## config.mk

```make
export PLATFORM = sky130hd
export DESIGN_NAME = acc_core
export DESIGN_NICKNAME = d
export VERILOG_FILES = /design/src/common/acc_pkg.sv /design/src/verilog/acc_core.sv
export SDC_FILE = /design/constraint.sdc
export NUM_CORES = 1
export LEC_CHECK = 0
export BUFFER_PORTS_ARGS = -buffer_cell sky130_fd_sc_hd__clkbuf_2
export CORE_UTILIZATION = 51
export DETAILED_ROUTE_END_ITERATION = 10
export HOLD_SLACK_MARGIN = 0.1
export PLACE_DENSITY_LB_ADDON = 0.05
export RECOVER_POWER = 25
export SLEW_MARGIN = 20
export SYNTH_ARGS = -nofsm -noshare
export SYNTH_HDL_FRONTEND = slang
export SYNTH_SLANG_ARGS = --single-unit
```

## constraint.sdc

```tcl
create_clock -name clk -period 3.2 [get_ports clk]
set_input_delay 0.32 -clock clk [delete_from_list [all_inputs] [get_ports clk]]
set_output_delay 0.32 -clock clk [all_outputs]
set_load 0.01 [all_outputs]
```

## src/common/acc_pkg.sv

```systemverilog
// Package: register map, field positions and timing constants of the converter
package acc_pkg;
	// Register word addresses (one register per bus address)
	localparam logic [3:0] OFF_CFG   = 4'h0;
	localparam logic [3:0] OFF_SC2   = 4'h1;
	localparam logic [3:0] OFF_SC1   = 4'h2;
	localparam logic [3:0] OFF_RESH  = 4'h3;
	localparam logic [3:0] OFF_RESL  = 4'h4;
	localparam logic [3:0] OFF_CMPH  = 4'h5;
	localparam logic [3:0] OFF_CMPL  = 4'h6;
	localparam logic [3:0] OFF_PIN1  = 4'h7;
	localparam logic [3:0] OFF_PIN2  = 4'h8;
	localparam logic [3:0] OFF_PWR   = 4'h9;
	localparam int         ADDR_LSB  = 2;
	// Configuration fields
	localparam int         CFG_LP    = 7;
	localparam int         CFG_DIV   = 5;
	localparam int         CFG_LSMP  = 4;
	localparam int         CFG_RES   = 2;
	localparam int         CFG_ICLK  = 0;
	// Status/control two fields
	localparam int         SC2_ACT   = 7;
	localparam int         SC2_TRG   = 6;
	localparam int         SC2_CFE   = 5;
	localparam int         SC2_CGT   = 4;
	localparam logic [7:0] SC2_WMASK = 8'h70;
	// Status/control one fields
	localparam int         SC1_COMPLETION_FLAG  = 7;
	localparam int         SC1_IEN   = 6;
	localparam int         SC1_CONT  = 5;
	localparam logic [4:0] CH_OFF    = 5'h1F;
	// Reset values
	localparam logic [7:0] CFG_RST   = 8'h00;
	localparam logic [7:0] SC2_RST   = 8'h00;
	localparam logic [7:0] SC1_RST   = 8'h1F;
	localparam logic [7:0] PIN_RST   = 8'h00;
	// Encodings
	localparam logic [1:0] RES_10BIT = 2'b10;
	localparam logic [1:0] ICLK_BUS  = 2'b00;
	localparam logic [1:0] ICLK_ASYN = 2'b11;
	// Power mode codes in the power register
	localparam logic [1:0] PWR_RUN   = 2'b00;
	localparam logic [1:0] PWR_STOP3 = 2'b01;
	localparam logic [1:0] PWR_DEEP  = 2'b10;
	// Sample lengths in conversion clock cycles
	localparam int         SMP_SHORT = 4;
	localparam int         SMP_LONG  = 24;
	localparam int         CNT_W     = 6;
endpackage

```

## src/verilog/acc_core.sv

```systemverilog
// Converter control logic: registers, sequencing, compare and low-power
`timescale 1ns/1ns
// What this block does
// - Stop3 without async clock aborts conversion and returns to idle.
// - Stop3 entry or exit leaves result registers unchanged.
// - After aborted stop3, stay idle until new trigger.
// - With async clock, conversion continues through stop3 to completion.
// - In stop3 with async clock, hardware trigger or continuous starts.
// - Completion in stop3 sets flag, raises wake interrupt if enabled.
// - Stop1/stop2 disable converter and reset all registers except the power mode.
// - Configuration: low power 7, divider 6:5, long 4, res 3:2, clk 1:0.
// - Divider 00 makes conversion clock equal to input clock.
// - Resolution 10 selects 10-bit conversions.
// - Input clock select 00 picks bus clock.
// - Control two: active 7, trigger 6, compare enable 5, direction 4.
// - Control two bits 3:2 read zero; software writes zero to 1:0.
// - Control one: completion 7 read-only, irq 6, continuous 5, channel 4:0.
// - Continuous select 0 gives one conversion per trigger.
// - Channel value 00001 routes input channel 1.
// - Compare value pair holds the limit for automatic compare.
// - Pin control bit set disables digital control of that pin.
// - In 10-bit mode, high read, low unread: block transfer, flag clear, discard result.
// - Control one write aborts and restarts unless channel all ones.
// - Direction 1 flags at or above compare; 0 flags below.
module acc_core
	import acc_pkg::*;
#(
	parameter int RES_BITS = 10,
	parameter int N_CH     = 16
)(
	input  wire logic        clk,
	input  wire logic        resetn,
	input  wire logic [3:0]  avs_address,
	input  wire logic        avs_read,
	input  wire logic        avs_write,
	input  wire logic [31:0] avs_writedata,
	output logic      [31:0] avs_readdata,
	output logic             avs_waitrequest,
	input  wire logic        async_clk_tick,
	input  wire logic        hw_trigger,
	output logic      [4:0]  analog_channel,
	output logic             sample_request,
	input  wire logic        compare_step,
	input  wire logic [9:0]  analog_sample,
	output logic      [15:0] pin_digital_disable,
	output logic             wake_irq
);
	initial begin
		if (RES_BITS != 10 || N_CH > 16 || N_CH < 1)
			$error("acc_core: unsupported parameters");
	end

	typedef enum logic [1:0] {ACC_IDLE, ACC_SAMPLE, ACC_CONVERT} acc_state_t;

	////////////////////////////////////////////////////////////////////////
	// Synchronisers for pin-level inputs
	logic [2:0] trg_s_q;
	logic [1:0] tick_s_q;
	always_ff @(posedge clk) begin
		trg_s_q  <= {trg_s_q[1:0], hw_trigger};
		tick_s_q <= {tick_s_q[0], async_clk_tick};
	end
	wire trg_rise = trg_s_q[1] & ~trg_s_q[2];

	////////////////////////////////////////////////////////////////////////
	// Bus decode: waitrequest high one cycle, answer on the second
	logic        ack_q;
	logic [7:0]  cfg_q, sc2_q, sc1_q, cmph_q, cmpl_q, pin1_q, pin2_q;
	logic [1:0]  pwr_q;
	logic [9:0]  res_q;
	logic        completion_flag_q, act_q, hi_read_q;
	acc_state_t  st_q;
	logic [CNT_W-1:0] cnt_q;
	logic [3:0]  div_q;
	logic [3:0]  bit_q;
	logic [9:0]  sar_q;
	logic        half_q;

	wire wr      = avs_write & ack_q;
	wire rd      = avs_read & ack_q;
	wire wr_cfg  = wr && avs_address == OFF_CFG;
	wire wr_sc2  = wr && avs_address == OFF_SC2;
	wire wr_sc1  = wr && avs_address == OFF_SC1;
	wire wr_cmph = wr && avs_address == OFF_CMPH;
	wire wr_cmpl = wr && avs_address == OFF_CMPL;
	wire wr_pin1 = wr && avs_address == OFF_PIN1;
	wire wr_pin2 = wr && avs_address == OFF_PIN2;
	wire wr_pwr  = wr && avs_address == OFF_PWR;
	wire rd_resh = rd && avs_address == OFF_RESH;
	wire rd_resl = rd && avs_address == OFF_RESL;
	wire [7:0] wd = avs_writedata[7:0];

	wire stop3    = pwr_q == PWR_STOP3;
	wire deep     = pwr_q == PWR_DEEP;
	wire asyn_sel = cfg_q[CFG_ICLK +: 2] == ICLK_ASYN;
	wire stop3_kill = wr_pwr && wd[1:0] == PWR_STOP3 && !asyn_sel;

	////////////////////////////////////////////////////////////////////////
	// Conversion clock: source select then divide by 1,2,4,8
	wire src_tick = asyn_sel ? tick_s_q[1]
		: (cfg_q[CFG_ICLK +: 2] == ICLK_BUS ? 1'b1 : half_q);
	wire [3:0] div_lim = 4'(({3'b000, 1'b1} << cfg_q[CFG_DIV +: 2]) - 1);
	wire conversion_clock = src_tick && div_q == div_lim;
	wire stopped_clk = stop3 && !asyn_sel;

	wire [9:0] cmp_val = {cmph_q[1:0], cmpl_q};
	wire ten_bit  = cfg_q[CFG_RES +: 2] == RES_10BIT;
	wire [3:0] nbits  = ten_bit ? 4'd10 : 4'd8;
	wire [9:0] conv_res = ten_bit ? sar_q : {2'b00, sar_q[9:2]};
	wire [9:0] cmp_diff = conv_res - cmp_val;
	wire cmp_ok = !sc2_q[SC2_CFE] ||
		(sc2_q[SC2_CGT] ? conv_res >= cmp_val : conv_res < cmp_val);
	wire sc2_abort = wr_cfg | wr_sc2 | wr_cmph | wr_cmpl;
	wire sw_start  = wr_sc1 && wd[4:0] != CH_OFF;
	wire hw_start  = sc2_q[SC2_TRG] && trg_rise &&
		sc1_q[4:0] != CH_OFF;
	wire conv_done = st_q == ACC_CONVERT && conversion_clock && bit_q == 4'd1;
	wire blocked   = hi_read_q && ten_bit;
	wire transfer  = conv_done && cmp_ok && !blocked;
	// Restart: continuous, or blocked result unless single failed compare
	wire restart   = conv_done && (sc1_q[SC1_CONT] ||
		(blocked && cmp_ok));
	wire abort     = sc2_abort | stop3_kill | wr_sc1;
	wire start     = sw_start | (hw_start && st_q == ACC_IDLE) | restart;

	////////////////////////////////////////////////////////////////////////
	// Registers; deep stop forces every register except the power mode back to reset
	wire sreset = !resetn || deep;
	always_ff @(posedge clk) begin
		if (sreset) begin
			cfg_q  <= CFG_RST;
			sc2_q  <= SC2_RST;
			sc1_q  <= SC1_RST;
			cmph_q <= 8'h00;
			cmpl_q <= 8'h00;
			pin1_q <= PIN_RST;
			pin2_q <= PIN_RST;
		end else begin
			if (wr_cfg)  cfg_q  <= wd;
			if (wr_sc2)  sc2_q  <= wd & SC2_WMASK;
			if (wr_sc1)  sc1_q  <= {1'b0, wd[6:0]};
			if (wr_cmph) cmph_q <= wd;
			if (wr_cmpl) cmpl_q <= wd;
			if (wr_pin1) pin1_q <= wd;
			if (wr_pin2) pin2_q <= wd;
		end
	end

	// Power mode: leaving deep stop is a write of run after reset
	always_ff @(posedge clk) begin
		if (!resetn)
			pwr_q <= PWR_RUN;
		else if (wr_pwr)
			pwr_q <= wd[1:0];
	end

	// Result and completion flag; stop3 leaves result untouched
	always_ff @(posedge clk) begin
		if (sreset) begin
			res_q     <= 10'h000;
			completion_flag_q    <= 1'b0;
			hi_read_q <= 1'b0;
		end else begin
			if (transfer)
				res_q <= sc2_q[SC2_CFE] ? cmp_diff : conv_res;
			if (transfer)
				completion_flag_q <= 1'b1;
			else if (wr_sc1 || rd_resl)
				completion_flag_q <= 1'b0;
			if (rd_resh)
				hi_read_q <= 1'b1;
			else if (rd_resl)
				hi_read_q <= 1'b0;
		end
	end

	////////////////////////////////////////////////////////////////////////
	// Sequencer
	always_ff @(posedge clk) begin
		if (sreset) begin
			st_q  <= ACC_IDLE;
			cnt_q <= '0;
			bit_q <= 4'd0;
			sar_q <= 10'h000;
			div_q <= 4'd0;
			act_q <= 1'b0;
			half_q <= 1'b0;
		end else begin
			// Free toggle gives the half-rate bus tick
			half_q <= !half_q;
			if (src_tick)
				div_q <= conversion_clock ? 4'd0 : 4'(div_q + 4'd1);
			if (start && !(abort && !sw_start)) begin
				st_q  <= ACC_SAMPLE;
				cnt_q <= CNT_W'(cfg_q[CFG_LSMP] ? SMP_LONG : SMP_SHORT);
				act_q <= 1'b1;
			end else if (abort) begin
				st_q  <= ACC_IDLE;
				act_q <= 1'b0;
			end else if (conversion_clock && !stopped_clk) begin
				case (st_q)
				ACC_SAMPLE: begin
					if (cnt_q == CNT_W'(1)) begin
						st_q  <= ACC_CONVERT;
						bit_q <= nbits;
						sar_q <= analog_sample;
					end else begin
						cnt_q <= CNT_W'(cnt_q - CNT_W'(1));
					end
				end
				ACC_CONVERT: begin
					if (compare_step)
						bit_q <= 4'(bit_q - 4'd1);
					if (conv_done) begin
						st_q  <= ACC_IDLE;
						act_q <= 1'b0;
					end
				end
				default: ;
				endcase
			end
		end
	end

	////////////////////////////////////////////////////////////////////////
	// Outputs and bus answer
	wire [7:0] sc1_rd = {completion_flag_q, sc1_q[6:0]};
	wire [7:0] sc2_rd = {act_q, sc2_q[6:4], 4'h0};
	wire [7:0] rdat =
		avs_address == OFF_CFG  ? cfg_q  :
		avs_address == OFF_SC2  ? sc2_rd :
		avs_address == OFF_SC1  ? sc1_rd :
		avs_address == OFF_RESH ? {6'h00, res_q[9:8]} :
		avs_address == OFF_RESL ? res_q[7:0] :
		avs_address == OFF_CMPH ? cmph_q :
		avs_address == OFF_CMPL ? cmpl_q :
		avs_address == OFF_PIN1 ? pin1_q :
		avs_address == OFF_PIN2 ? pin2_q :
		avs_address == OFF_PWR  ? {6'h00, pwr_q} : 8'h00;

	always_ff @(posedge clk) begin
		if (!resetn) begin
			ack_q           <= 1'b0;
			avs_waitrequest <= 1'b1;
			avs_readdata    <= 32'h0000_0000;
		end else begin
			ack_q           <= (avs_read | avs_write) & !ack_q;
			avs_waitrequest <= !((avs_read | avs_write) & !ack_q);
			if (avs_read & !ack_q)
				avs_readdata <= {24'h000000, rdat};
		end
	end

	always_ff @(posedge clk) begin
		if (sreset) begin
			analog_channel      <= CH_OFF;
			sample_request      <= 1'b0;
			pin_digital_disable <= 16'h0000;
			wake_irq            <= 1'b0;
		end else begin
			analog_channel      <= sc1_q[4:0];
			sample_request      <= st_q == ACC_SAMPLE;
			pin_digital_disable <= {pin2_q, pin1_q};
			wake_irq            <= completion_flag_q & sc1_q[SC1_IEN];
		end
	end

	////////////////////////////////////////////////////////////////////////
	// Assertions
	a_stop3_abort: assert property (@(posedge clk) disable iff (!resetn)
		stop3_kill |=> st_q == ACC_IDLE && !act_q)
		else $error("stop3 did not abort");
	a_result_hold: assert property (@(posedge clk) disable iff (sreset)
		!$past(transfer) |-> $stable(res_q))
		else $error("result changed without transfer");
	a_idle_stays: assert property (@(posedge clk) disable iff (!resetn)
		st_q == ACC_IDLE && !start |=> st_q == ACC_IDLE)
		else $error("left idle without trigger");
	a_flag_sets: assert property (@(posedge clk) disable iff (sreset)
		transfer |=> completion_flag_q ##1
		wake_irq == $past(completion_flag_q && sc1_q[SC1_IEN]))
		else $error("flag or wake missing");
	a_sc2_zero: assert property (@(posedge clk) disable iff (!resetn)
		sc2_q[3:0] == 4'h0)
		else $error("control two low bits nonzero");
	a_block_xfer: assert property (@(posedge clk) disable iff (sreset)
		conv_done && blocked |=> !$changed(res_q))
		else $error("blocked result transferred");
	a_write_abort: assert property (@(posedge clk) disable iff (sreset)
		wr_sc1 && wd[4:0] == CH_OFF |=> st_q == ACC_IDLE)
		else $error("all-ones channel started");
	a_active_flag: assert property (@(posedge clk) disable iff (sreset)
		act_q == (st_q != ACC_IDLE))
		else $error("active flag mismatch");
endmodule

```

==> reports/results.txt, run 1 <==
The flow ran to the end, and the final reports show no timing, DRC or antenna violations. The summed instance area of the synthesized netlist was 6609 um2; the total clock sinks was 130. In this run, synthesis inferred 0 flip-flops with an integrated enable.

The tools report the kind of launch point of the worst setup path as a flop. The tools report the worst endpoint required time as 3.52 ns. Dividing the final minimum period by the clock period gives 95.22%. The area of all placed cells without fillers is 7869 um2. The logs give 1179 for the count of fill cells added during filler insertion and 3.37 ns for the arrival time at the worst endpoint.

The run gives 1035 as the number of standard cells in the layout, taps in and fillers out. The die outline height was 115.8 um. For this design the top-level I/O count stands at 109.

The total internal power was 2.965 mW; the worst clock skew was 0.009145 ns. The floorplan has 41 rows. For the leakage power summed over all cells, the log shows 3.033 nW. The tools report the post-route DRC violation count as 0. For this configuration, the core starts out at a cell density of 52.37%. The layout cell share with drive strength beyond 1 works out to 15.53%.

Detailed placement ended at an HPWL of 13250 um. In this run the deepest clock path goes through 2 buffers. The repair_antennas step left the layout with diodes totalling 0.

The tightest min-delay check is of the in -> reg type. The tools report the remaining number of nets flagged by the antenna check after routing as 0. The tools report the number of distinct standard cells referenced by the synthesized netlist as 75. Once placement finished, the instance area stood at 7214 um2. Summing internal, switching and leakage power gives 3.824 mW. The register with the most flip-flops in the layout has 16 of them. In the final layout, the registers with the most flip-flops are pin_digital_disable (16), res_q (10), sar_q (10). The tools report the worst slew margin relative to its limit as 43.69%.

In this run, synthesis produced a sequential element count of 130. Switching power as a share of total power: 22.45%. For this run, the post-layout net count is 922. Clock latency on the worst-skew pair: 0.42 ns.

In the synthesized netlist the async set-or-reset flop fraction comes to 0%. Of all nets on the critical path, the largest fanout is 7. For the maximum number of pins on one net before global-route repair, the log shows 44. The type of the worst setup path is reg -> reg.

For the max-cap check violation count, the log shows 0. The worst setup path is captured at a flop. For this design the total switching power over the nets is 0.8585 mW. The H-tree was split into 4 levels. The total setup violations reported at the end of the flow is 0. The tools report the global-route wire length before repair as 28230 um. Among all flip-flop cells after synthesis, the most frequent one is sky130_fd_sc_hd__dfxtp_1. After routing, the total negative slack on setup checks comes to 0 ns.

The final number of max-transition violations was 0; the number of global-route vias before repair was 5478. During synthesis, Yosys emitted a total of 0 warnings. Total power per unit cell area: 485.9 nW/um2.

The final hold slack came out at 0.1334 ns. The combinational cell fraction of total power was 5.9%; the number of clock buffers inserted by TritonCTS was 17. The violation count after the first detailed-routing iteration was 351; the die boundary width was 115.8 um. The clock transition at the register clock pins on the worst setup and hold paths after CTS is 0.05 ns. The total via count in the routed design came out at 5795.

After synthesis, the mean cell area works out to 8.650 um2. Based on the critical path, the design can be clocked at up to 328.2 MHz. The congestion estimate from routability-driven global placement came to 0.9649.

For this run, the total global-route usage over all layers was measured as 28.14%. The count of buffers inserted at the top-level ports was 60; the slew of the pin with the lowest slew margin was 0.8401 ns. Summing the sequential cell areas from Yosys gives 39.38% of the chip area. The tree is rooted in a sky130_fd_sc_hd__clkbuf_16. The share of total power dissipated in the clock network is 51.0%.

The run gives 1000 as the placed cell count. Before antenna repair, the detailed router went through 4 iterations. The run gives 0 as the initial antenna violation count. The die area was 13420 um2. The core region is 12620 um2.

TritonCTS built the clock tree. Of the total power, registers draw 43.1%. The routed design has 18010 um of wire. The register with the most flip-flops in the final layout is pin_digital_disable.

IR analysis of the VDD net gives a maximum drop of 345.7 uV. Relative to the synthesized area, the layout overhead comes to 19.06%. In the routed layout, each cell is associated on average with a via count of 5.599. The smallest clock period supported by the final layout is computed as 3.047 ns. Synthesis handed over a netlist of 764 instances. The routed length per instance was 17.40 um; the total overflow reported by the global router was 0. For the hold violation total from the final report, the log shows 0.
[repair_timing]
action,CTS,global route
pin swaps,0,4
gates cloned,0,1
hold buffers,2,0
resized for setup,2,11
endpoints found under the setup margin,21,31
buffers inserted,0,1
endpoints found under the hold margin,2,0
[cells in the final DEF (no fill, tap or decap), types with 4 or more instances in the layout]
cell type	count
sky130_fd_sc_hd__dfxtp_1	129
sky130_fd_sc_hd__nand2_1	85
sky130_fd_sc_hd__nor2_1	81
sky130_fd_sc_hd__mux2i_1	61
sky130_fd_sc_hd__a21oi_1	49
sky130_fd_sc_hd__buf_4	41
sky130_fd_sc_hd__clkbuf_1	35
sky130_fd_sc_hd__o21ai_0	29
sky130_fd_sc_hd__clkbuf_2	28
sky130_fd_sc_hd__inv_1	24
sky130_fd_sc_hd__conb_1	24
sky130_fd_sc_hd__and2_1	23
sky130_fd_sc_hd__nor3_1	18
sky130_fd_sc_hd__clkbuf_16	18
sky130_fd_sc_hd__nand3_1	17
sky130_fd_sc_hd__ha_1	17
sky130_fd_sc_hd__nor2b_1	11
sky130_fd_sc_hd__nand2b_1	11
sky130_fd_sc_hd__a211oi_1	10
sky130_fd_sc_hd__xnor2_1	9
sky130_fd_sc_hd__a31oi_1	7
sky130_fd_sc_hd__nand4_1	6
sky130_fd_sc_hd__and3_1	6
sky130_fd_sc_hd__a221oi_1	5
sky130_fd_sc_hd__o211ai_1	5
sky130_fd_sc_hd__o21ai_1	5
sky130_fd_sc_hd__a21o_1	5
sky130_fd_sc_hd__clkinv_2	5
sky130_fd_sc_hd__mux2_2	4
[worst max-delay path, stage by stage (launching register included)]
cell                       delay [ns]
sky130_fd_sc_hd__dfxtp_2         0.32
sky130_fd_sc_hd__nand2b_4        0.18
sky130_fd_sc_hd__mux2i_4         0.21
sky130_fd_sc_hd__ha_2            0.18
sky130_fd_sc_hd__inv_1           0.06
sky130_fd_sc_hd__fa_2            0.20
sky130_fd_sc_hd__nand2_2         0.06
sky130_fd_sc_hd__a21o_1          0.22
sky130_fd_sc_hd__a21o_1          0.22
sky130_fd_sc_hd__buf_4           0.15
sky130_fd_sc_hd__a211o_1         0.30
sky130_fd_sc_hd__a221oi_4        0.38
sky130_fd_sc_hd__buf_12          0.17
sky130_fd_sc_hd__nor2_1          0.05
sky130_fd_sc_hd__a311oi_1        0.24
[cells by family after synthesis]
logic type	share of synthesized area, %
flip-flops	39.38
buffers and inverters	6.683
other	0.05674
AO/OA/AOI/OAI	17.10
XOR/XNOR	1.590
multiplexers	10.07
adder cells (fa/ha/maj)	3.711
AND/OR/NAND/NOR	21.41
[area by class of cell]
type / instances / area [um2] / area share [%]
Multi-Input combinational cell: 569 / 3719 / 47.26
Timing Repair Buffer: 105 / 633.1 / 8.046
Sequential cell: 130 / 2604 / 33.09
Inverter: 27 / 101.3 / 1.288
Tap cell: 172 / 215.2 / 2.735
Clock buffer: 22 / 464.2 / 5.899
Clock inverter: 10 / 132.6 / 1.685
[per-stage QoR]
step	setup slack (ns)	util, %
2_1_floorplan	0.1644	-
3_3_place_gp	-0.1098	57.17
3_5_place_dp	-0.2588	57.17
4_1_cts	0.01683	62.13
5_1_grt	-0.04321	62.35
6_report	0.1531	62.35
[power groups by stage]
stage | combinational [mW] | clock (mW) | sequential (mW)
after global placement | 0.220 | 0 | 1.68
after CTS | 0.225 | 1.98 | 1.65
after detailed placement | 0.222 | 0 | 1.68
after global routing | 0.246 | 2.05 | 1.65
final | 0.225 | 1.95 | 1.65
after floorplan | 0.156 | 0 | 1.68
[cell usage after synthesis, types with 12 or more instances]
master | number | area share, %
sky130_fd_sc_hd__nor2_1 | 81 | 4.6
sky130_fd_sc_hd__nor3_1 | 19 | 1.4
sky130_fd_sc_hd__nand3_1 | 17 | 1.3
sky130_fd_sc_hd__dfxtp_1 | 130 | 39
sky130_fd_sc_hd__nand2_1 | 86 | 4.9
sky130_fd_sc_hd__mux2i_1 | 62 | 9.4
sky130_fd_sc_hd__ha_1 | 18 | 3.4
sky130_fd_sc_hd__inv_1 | 24 | 1.4
sky130_fd_sc_hd__a21oi_1 | 49 | 3.7
sky130_fd_sc_hd__o21ai_0 | 30 | 2.3
sky130_fd_sc_hd__buf_4 | 26 | 3.0
sky130_fd_sc_hd__and2_1 | 23 | 2.2
sky130_fd_sc_hd__clkbuf_1 | 25 | 1.4
sky130_fd_sc_hd__nand2b_1 | 12 | 1.1
[layer usage]
metal / GRT usage (%) / routed length, um / part of all wire, %
met1: 35.04 / 7877 / 44
met2: 46.98 / 8602 / 48
met3: 5.596 / 998 / 5.5
met4: 12.82 / 533 / 3.0
met5: 0 / 0 / 0
[final timing paths]
check | startpoint | end | slack, ns | cells after the start
max | cfg_q[2] | res_q[6] | 0.15 | 14
min | analog_sample[8] | sar_q[8] | 0.13 | 3
max reg2reg | cfg_q[2] | res_q[6] | 0.15 | 14
min reg2reg | tick_s_q[0] | tick_s_q[1] | 0.33 | 0
(Power assumes the default switching activity.)
==> inputs of run 2 (changes only) <==
--- a/config.mk
+++ b/config.mk
@@ -8,4 +8,5 @@
 export BUFFER_PORTS_ARGS = -buffer_cell sky130_fd_sc_hd__clkbuf_2
 export CORE_UTILIZATION = 51
+export CTS_BUF_LIST = sky130_fd_sc_hd__clkbuf_16
 export DETAILED_ROUTE_END_ITERATION = 10
 export HOLD_SLACK_MARGIN = 0.1
==> constraint.sdc (replaced) <==
create_clock -name clk -period 3.2 [get_ports clk]
set_input_delay 0.32 -clock clk [delete_from_list [all_inputs] [get_ports clk]]
set_output_delay 0.32 -clock clk [all_outputs]
set_load 0.1 [all_outputs]
==> reports/results.txt, run 2 (same netlist as run 1, synthesis figures left out) <==
The flow ran to the end, and the final reports show no timing, DRC or antenna violations. Initial antenna violation count: 0 (unchanged). The tools report the number of standard cells in the layout, taps in and fillers out as 1035 (unchanged). The flip-flop count of the largest register, all copies and words added works out to 16 (unchanged). The total clock sinks was 130 (unchanged); the hold violation total from the final report was 0 (unchanged). The met1 wire length was 7965 um (+1.1%); the worst setup slack after layout was 0.1517 ns (-0.001389 ns). The worst hold path belongs to the class in -> reg. For the total iterations of the first detailed-routing run, the log shows 5 (+1).

Kind of launch point of the worst setup path: a flop. The tools report the total via count in the routed design as 5826 (+0.53%). The count of buffers inserted at the top-level ports was 60 (unchanged). Routed length per instance: 17.37 um (-0.21%). Signal routing reaches up to met4.

The final number of max-transition violations is 0 (unchanged), and the max-cap check violation count is 0 (unchanged). The growth of design area from synthesis to finish works out to 19.12% (about the same). The worst setup path is captured at a flop. The most common library cell in the layout ignoring fill and taps is sky130_fd_sc_hd__dfxtp_1. The peak per-stage delay on the critical path was 0.38 ns (about the same).

The tools report the maximum number of pins on one net before global-route repair as 44 (unchanged). The count of fill cells added during filler insertion was 1163 (-1.4%). In this design, the critical path's most frequently occurring cell is sky130_fd_sc_hd__a21o_1. Cell at the slowest stage of the critical path: sky130_fd_sc_hd__a221oi_4.

For the number of nets at the end of the flow, the log shows 922 (unchanged). The logs give 309 (-12%) for the violation count after the first detailed-routing iteration and 28.11% (-0.034 points) for the overall fraction of global-route tracks in use. The run gives 0.9649 (unchanged) as the routability congestion estimate. The sum of buffers and inverters on the critical path is 3 (unchanged). The tools report the total setup violations reported at the end of the flow as 0 (unchanged).

The global-route wire length before repair is 28170 um (-0.22%), and the minimum period implied by the final worst setup slack is 3.048 ns (+0.001389 ns). The run gives -0.2588 ns (unchanged) as the worst setup slack after placement. The run gives 3.37 ns (about the same) as the arrival time at the worst endpoint.

The run gives 13420 um2 (unchanged) as the die area. The register ranked first by flip-flop count is pin_digital_disable. The layout cell share with drive strength beyond 1 was 17.73% (+2.2 points); the clock transition at the register clock pins on the worst setup and hold paths after CTS was 0.05 ns (about the same).

Post-route DRC violation count: 0 (unchanged). For the leakage power summed over all cells, the log shows 3.095 nW (+2.0%). The run gives 0 (unchanged) as the antenna diode instance count. Traced cell by cell, the critical path runs through nand2b_4, mux2i_4, ha_2, inv_1, fa_2, nand2_2, a21o_1, a21o_1, buf_4, a211o_1, a221oi_4, buf_12, nor2_1, a311oi_1.

For the area of the multi-input gates, the log shows 3719 um2 (unchanged). The worst clock skew was 0.01040 ns (+0.001253 ns); the total met2 wirelength after detailed routing was 8544 um (-0.67%). The placed cell count was 1000 (unchanged); the overall routed net length was 17980 um (-0.21%).

In the final layout, the registers with the most flip-flops are pin_digital_disable (16), res_q (10), sar_q (10). The remaining number of nets flagged by the antenna check after routing came out at 0 (unchanged). Total negative slack: 0 ns (unchanged). The logs give 328.1 MHz (about the same) for the fmax and 7214 um2 (unchanged) for the area after detailed placement.

The met3 wire length was 903 um (-9.5%); the post-detailed-placement half-perimeter wirelength was 13250 um (unchanged). The ratio of final minimum period to clock period was 95.26% (about the same); the area taken by flip-flops and latches was 2604 um2 (unchanged). The gate family responsible for the most delay along the worst path is compound AO/OA/AOI/OAI gates. The tools report the cell chosen for the clock root as sky130_fd_sc_hd__clkbuf_16. The critical path is of the reg -> reg type. For the maximum level of the CTS H-tree, the log shows 4 (unchanged).

The die outline height is 115.8 um (unchanged), and the worst slew margin relative to its limit is 22.66% (-21 points). The library cells used most frequently in the layout, excluding fill and tap cells, are sky130_fd_sc_hd__dfxtp_1 (129), sky130_fd_sc_hd__nand2_1 (85), sky130_fd_sc_hd__nor2_1 (81). Number of ports placed on the die boundary: 109 (unchanged).

The total power per unit cell area works out to 500.3 nW/um2 (+3.0%). The standard cell core area is 12620 um2 (unchanged), and the slew of the pin with the lowest slew margin is 1.165 ns (+0.3250 ns). The largest buffer count on any clock path came out at 2 (unchanged).

TritonCTS built the clock tree. The highest fanout seen on the critical path came out at 7 (unchanged). Die boundary width: 115.8 um (unchanged). For the clock latency on the worst-skew pair, the log shows 0.42 ns (about the same). The run gives 7873 um2 (about the same) as the area of all placed cells without fillers. The number of cell rows was 41 (unchanged); the worst-case vdd ir drop was 346.7 uV (+0.30%). The number of clock buffers inserted by TritonCTS came out at 17 (unchanged). For the starting density of the core, the log shows 52.37% (unchanged). The total overflow reported by the global router was 0 (unchanged); the post-route core utilization was 62.38% (about the same). The worst endpoint required time is 3.52 ns (about the same), and the number of global-route vias before repair is 5459 (-0.35%). The number of vias per cell after detailed routing works out to 5.629 (+0.53%).
run 2: cell types whose count changed in the layout (fill, tap and decap cells not counted), sizes merged:
cell,before,now
clkinv,8,10
clkbuf,83,79
buf,42,41
inv,26,29
run 2: worst reg2reg max path: stages, from the launching register on:
cell	delay, ns
sky130_fd_sc_hd__dfxtp_2	0.32
sky130_fd_sc_hd__nand2b_4	0.18
sky130_fd_sc_hd__mux2i_4	0.21
sky130_fd_sc_hd__ha_2	0.18
sky130_fd_sc_hd__inv_1	0.07
sky130_fd_sc_hd__fa_2	0.20
sky130_fd_sc_hd__nand2_2	0.06
sky130_fd_sc_hd__a21o_1	0.22
sky130_fd_sc_hd__a21o_1	0.22
sky130_fd_sc_hd__buf_4	0.15
sky130_fd_sc_hd__a211o_1	0.30
sky130_fd_sc_hd__a221oi_4	0.38
sky130_fd_sc_hd__buf_12	0.17
sky130_fd_sc_hd__nor2_1	0.05
sky130_fd_sc_hd__a311oi_1	0.24
run 2: final timing paths:
check / startpoint / endpoint / slack [ns] / cells after the start
worst max register to register: cfg_q[2] / res_q[6] / 0.15 / 14
worst min register to register: tick_s_q[0] / tick_s_q[1] / 0.33 / 0
worst max-delay path: cfg_q[2] / res_q[6] / 0.15 / 14
worst min-delay path: analog_sample[5] / sar_q[5] / 0.13 / 3
run 2: routing by layer:
layer / vias up / global-route usage [%]
met3: 41 / 4.916
met2: 194 / 46.90
li1: 2819 / -
met5: - / 0
met4: 0 / 13.68
met1: 2772 / 35.10
run 2: per-stage QoR:
| stage | power (mW) | hold slack (ns) |
|---|---|---|
| final | 3.939 | 0.1330 |
| after global routing | 4.056 | 0.1541 |
| after CTS | 3.958 | 0.1246 |
| after detailed placement | 2.074 | 0.3174 |
| after global placement | 2.070 | 0.3117 |
| after floorplan | 2.010 | 0.3096 |
run 2: repair_timing:
| item | in CTS | in global routing |
|---|---|---|
| endpoints found under the setup margin | 21 | 31 |
| pin swaps | 0 | 4 |
| gates resized for setup | 2 | 11 |
| hold buffers | 2 | 0 |
| cloned | 0 | 1 |
| hold endpoints to repair | 2 | 0 |
| setup buffers | 0 | 1 |
run 2: layout make-up:
class / instances / area share [%]
Timing Repair Buffer: 105 / 8.344
Clock buffer: 17 / 5.404
Inverter: 27 / 1.287
Clock inverter: 15 / 1.923
Tap cell: 172 / 2.734
Multi-Input combinational cell: 569 / 47.23
Sequential cell: 130 / 33.07
run 2: power breakdown:
group / total (mW) / internal (mW) / switching, mW
sequential: 1.65 / 1.64 / 0.0118
clock: 1.90 / 1.20 / 0.693
combinational: 0.395 / 0.0698 / 0.325
total: 3.94 / 2.91 / 1.03
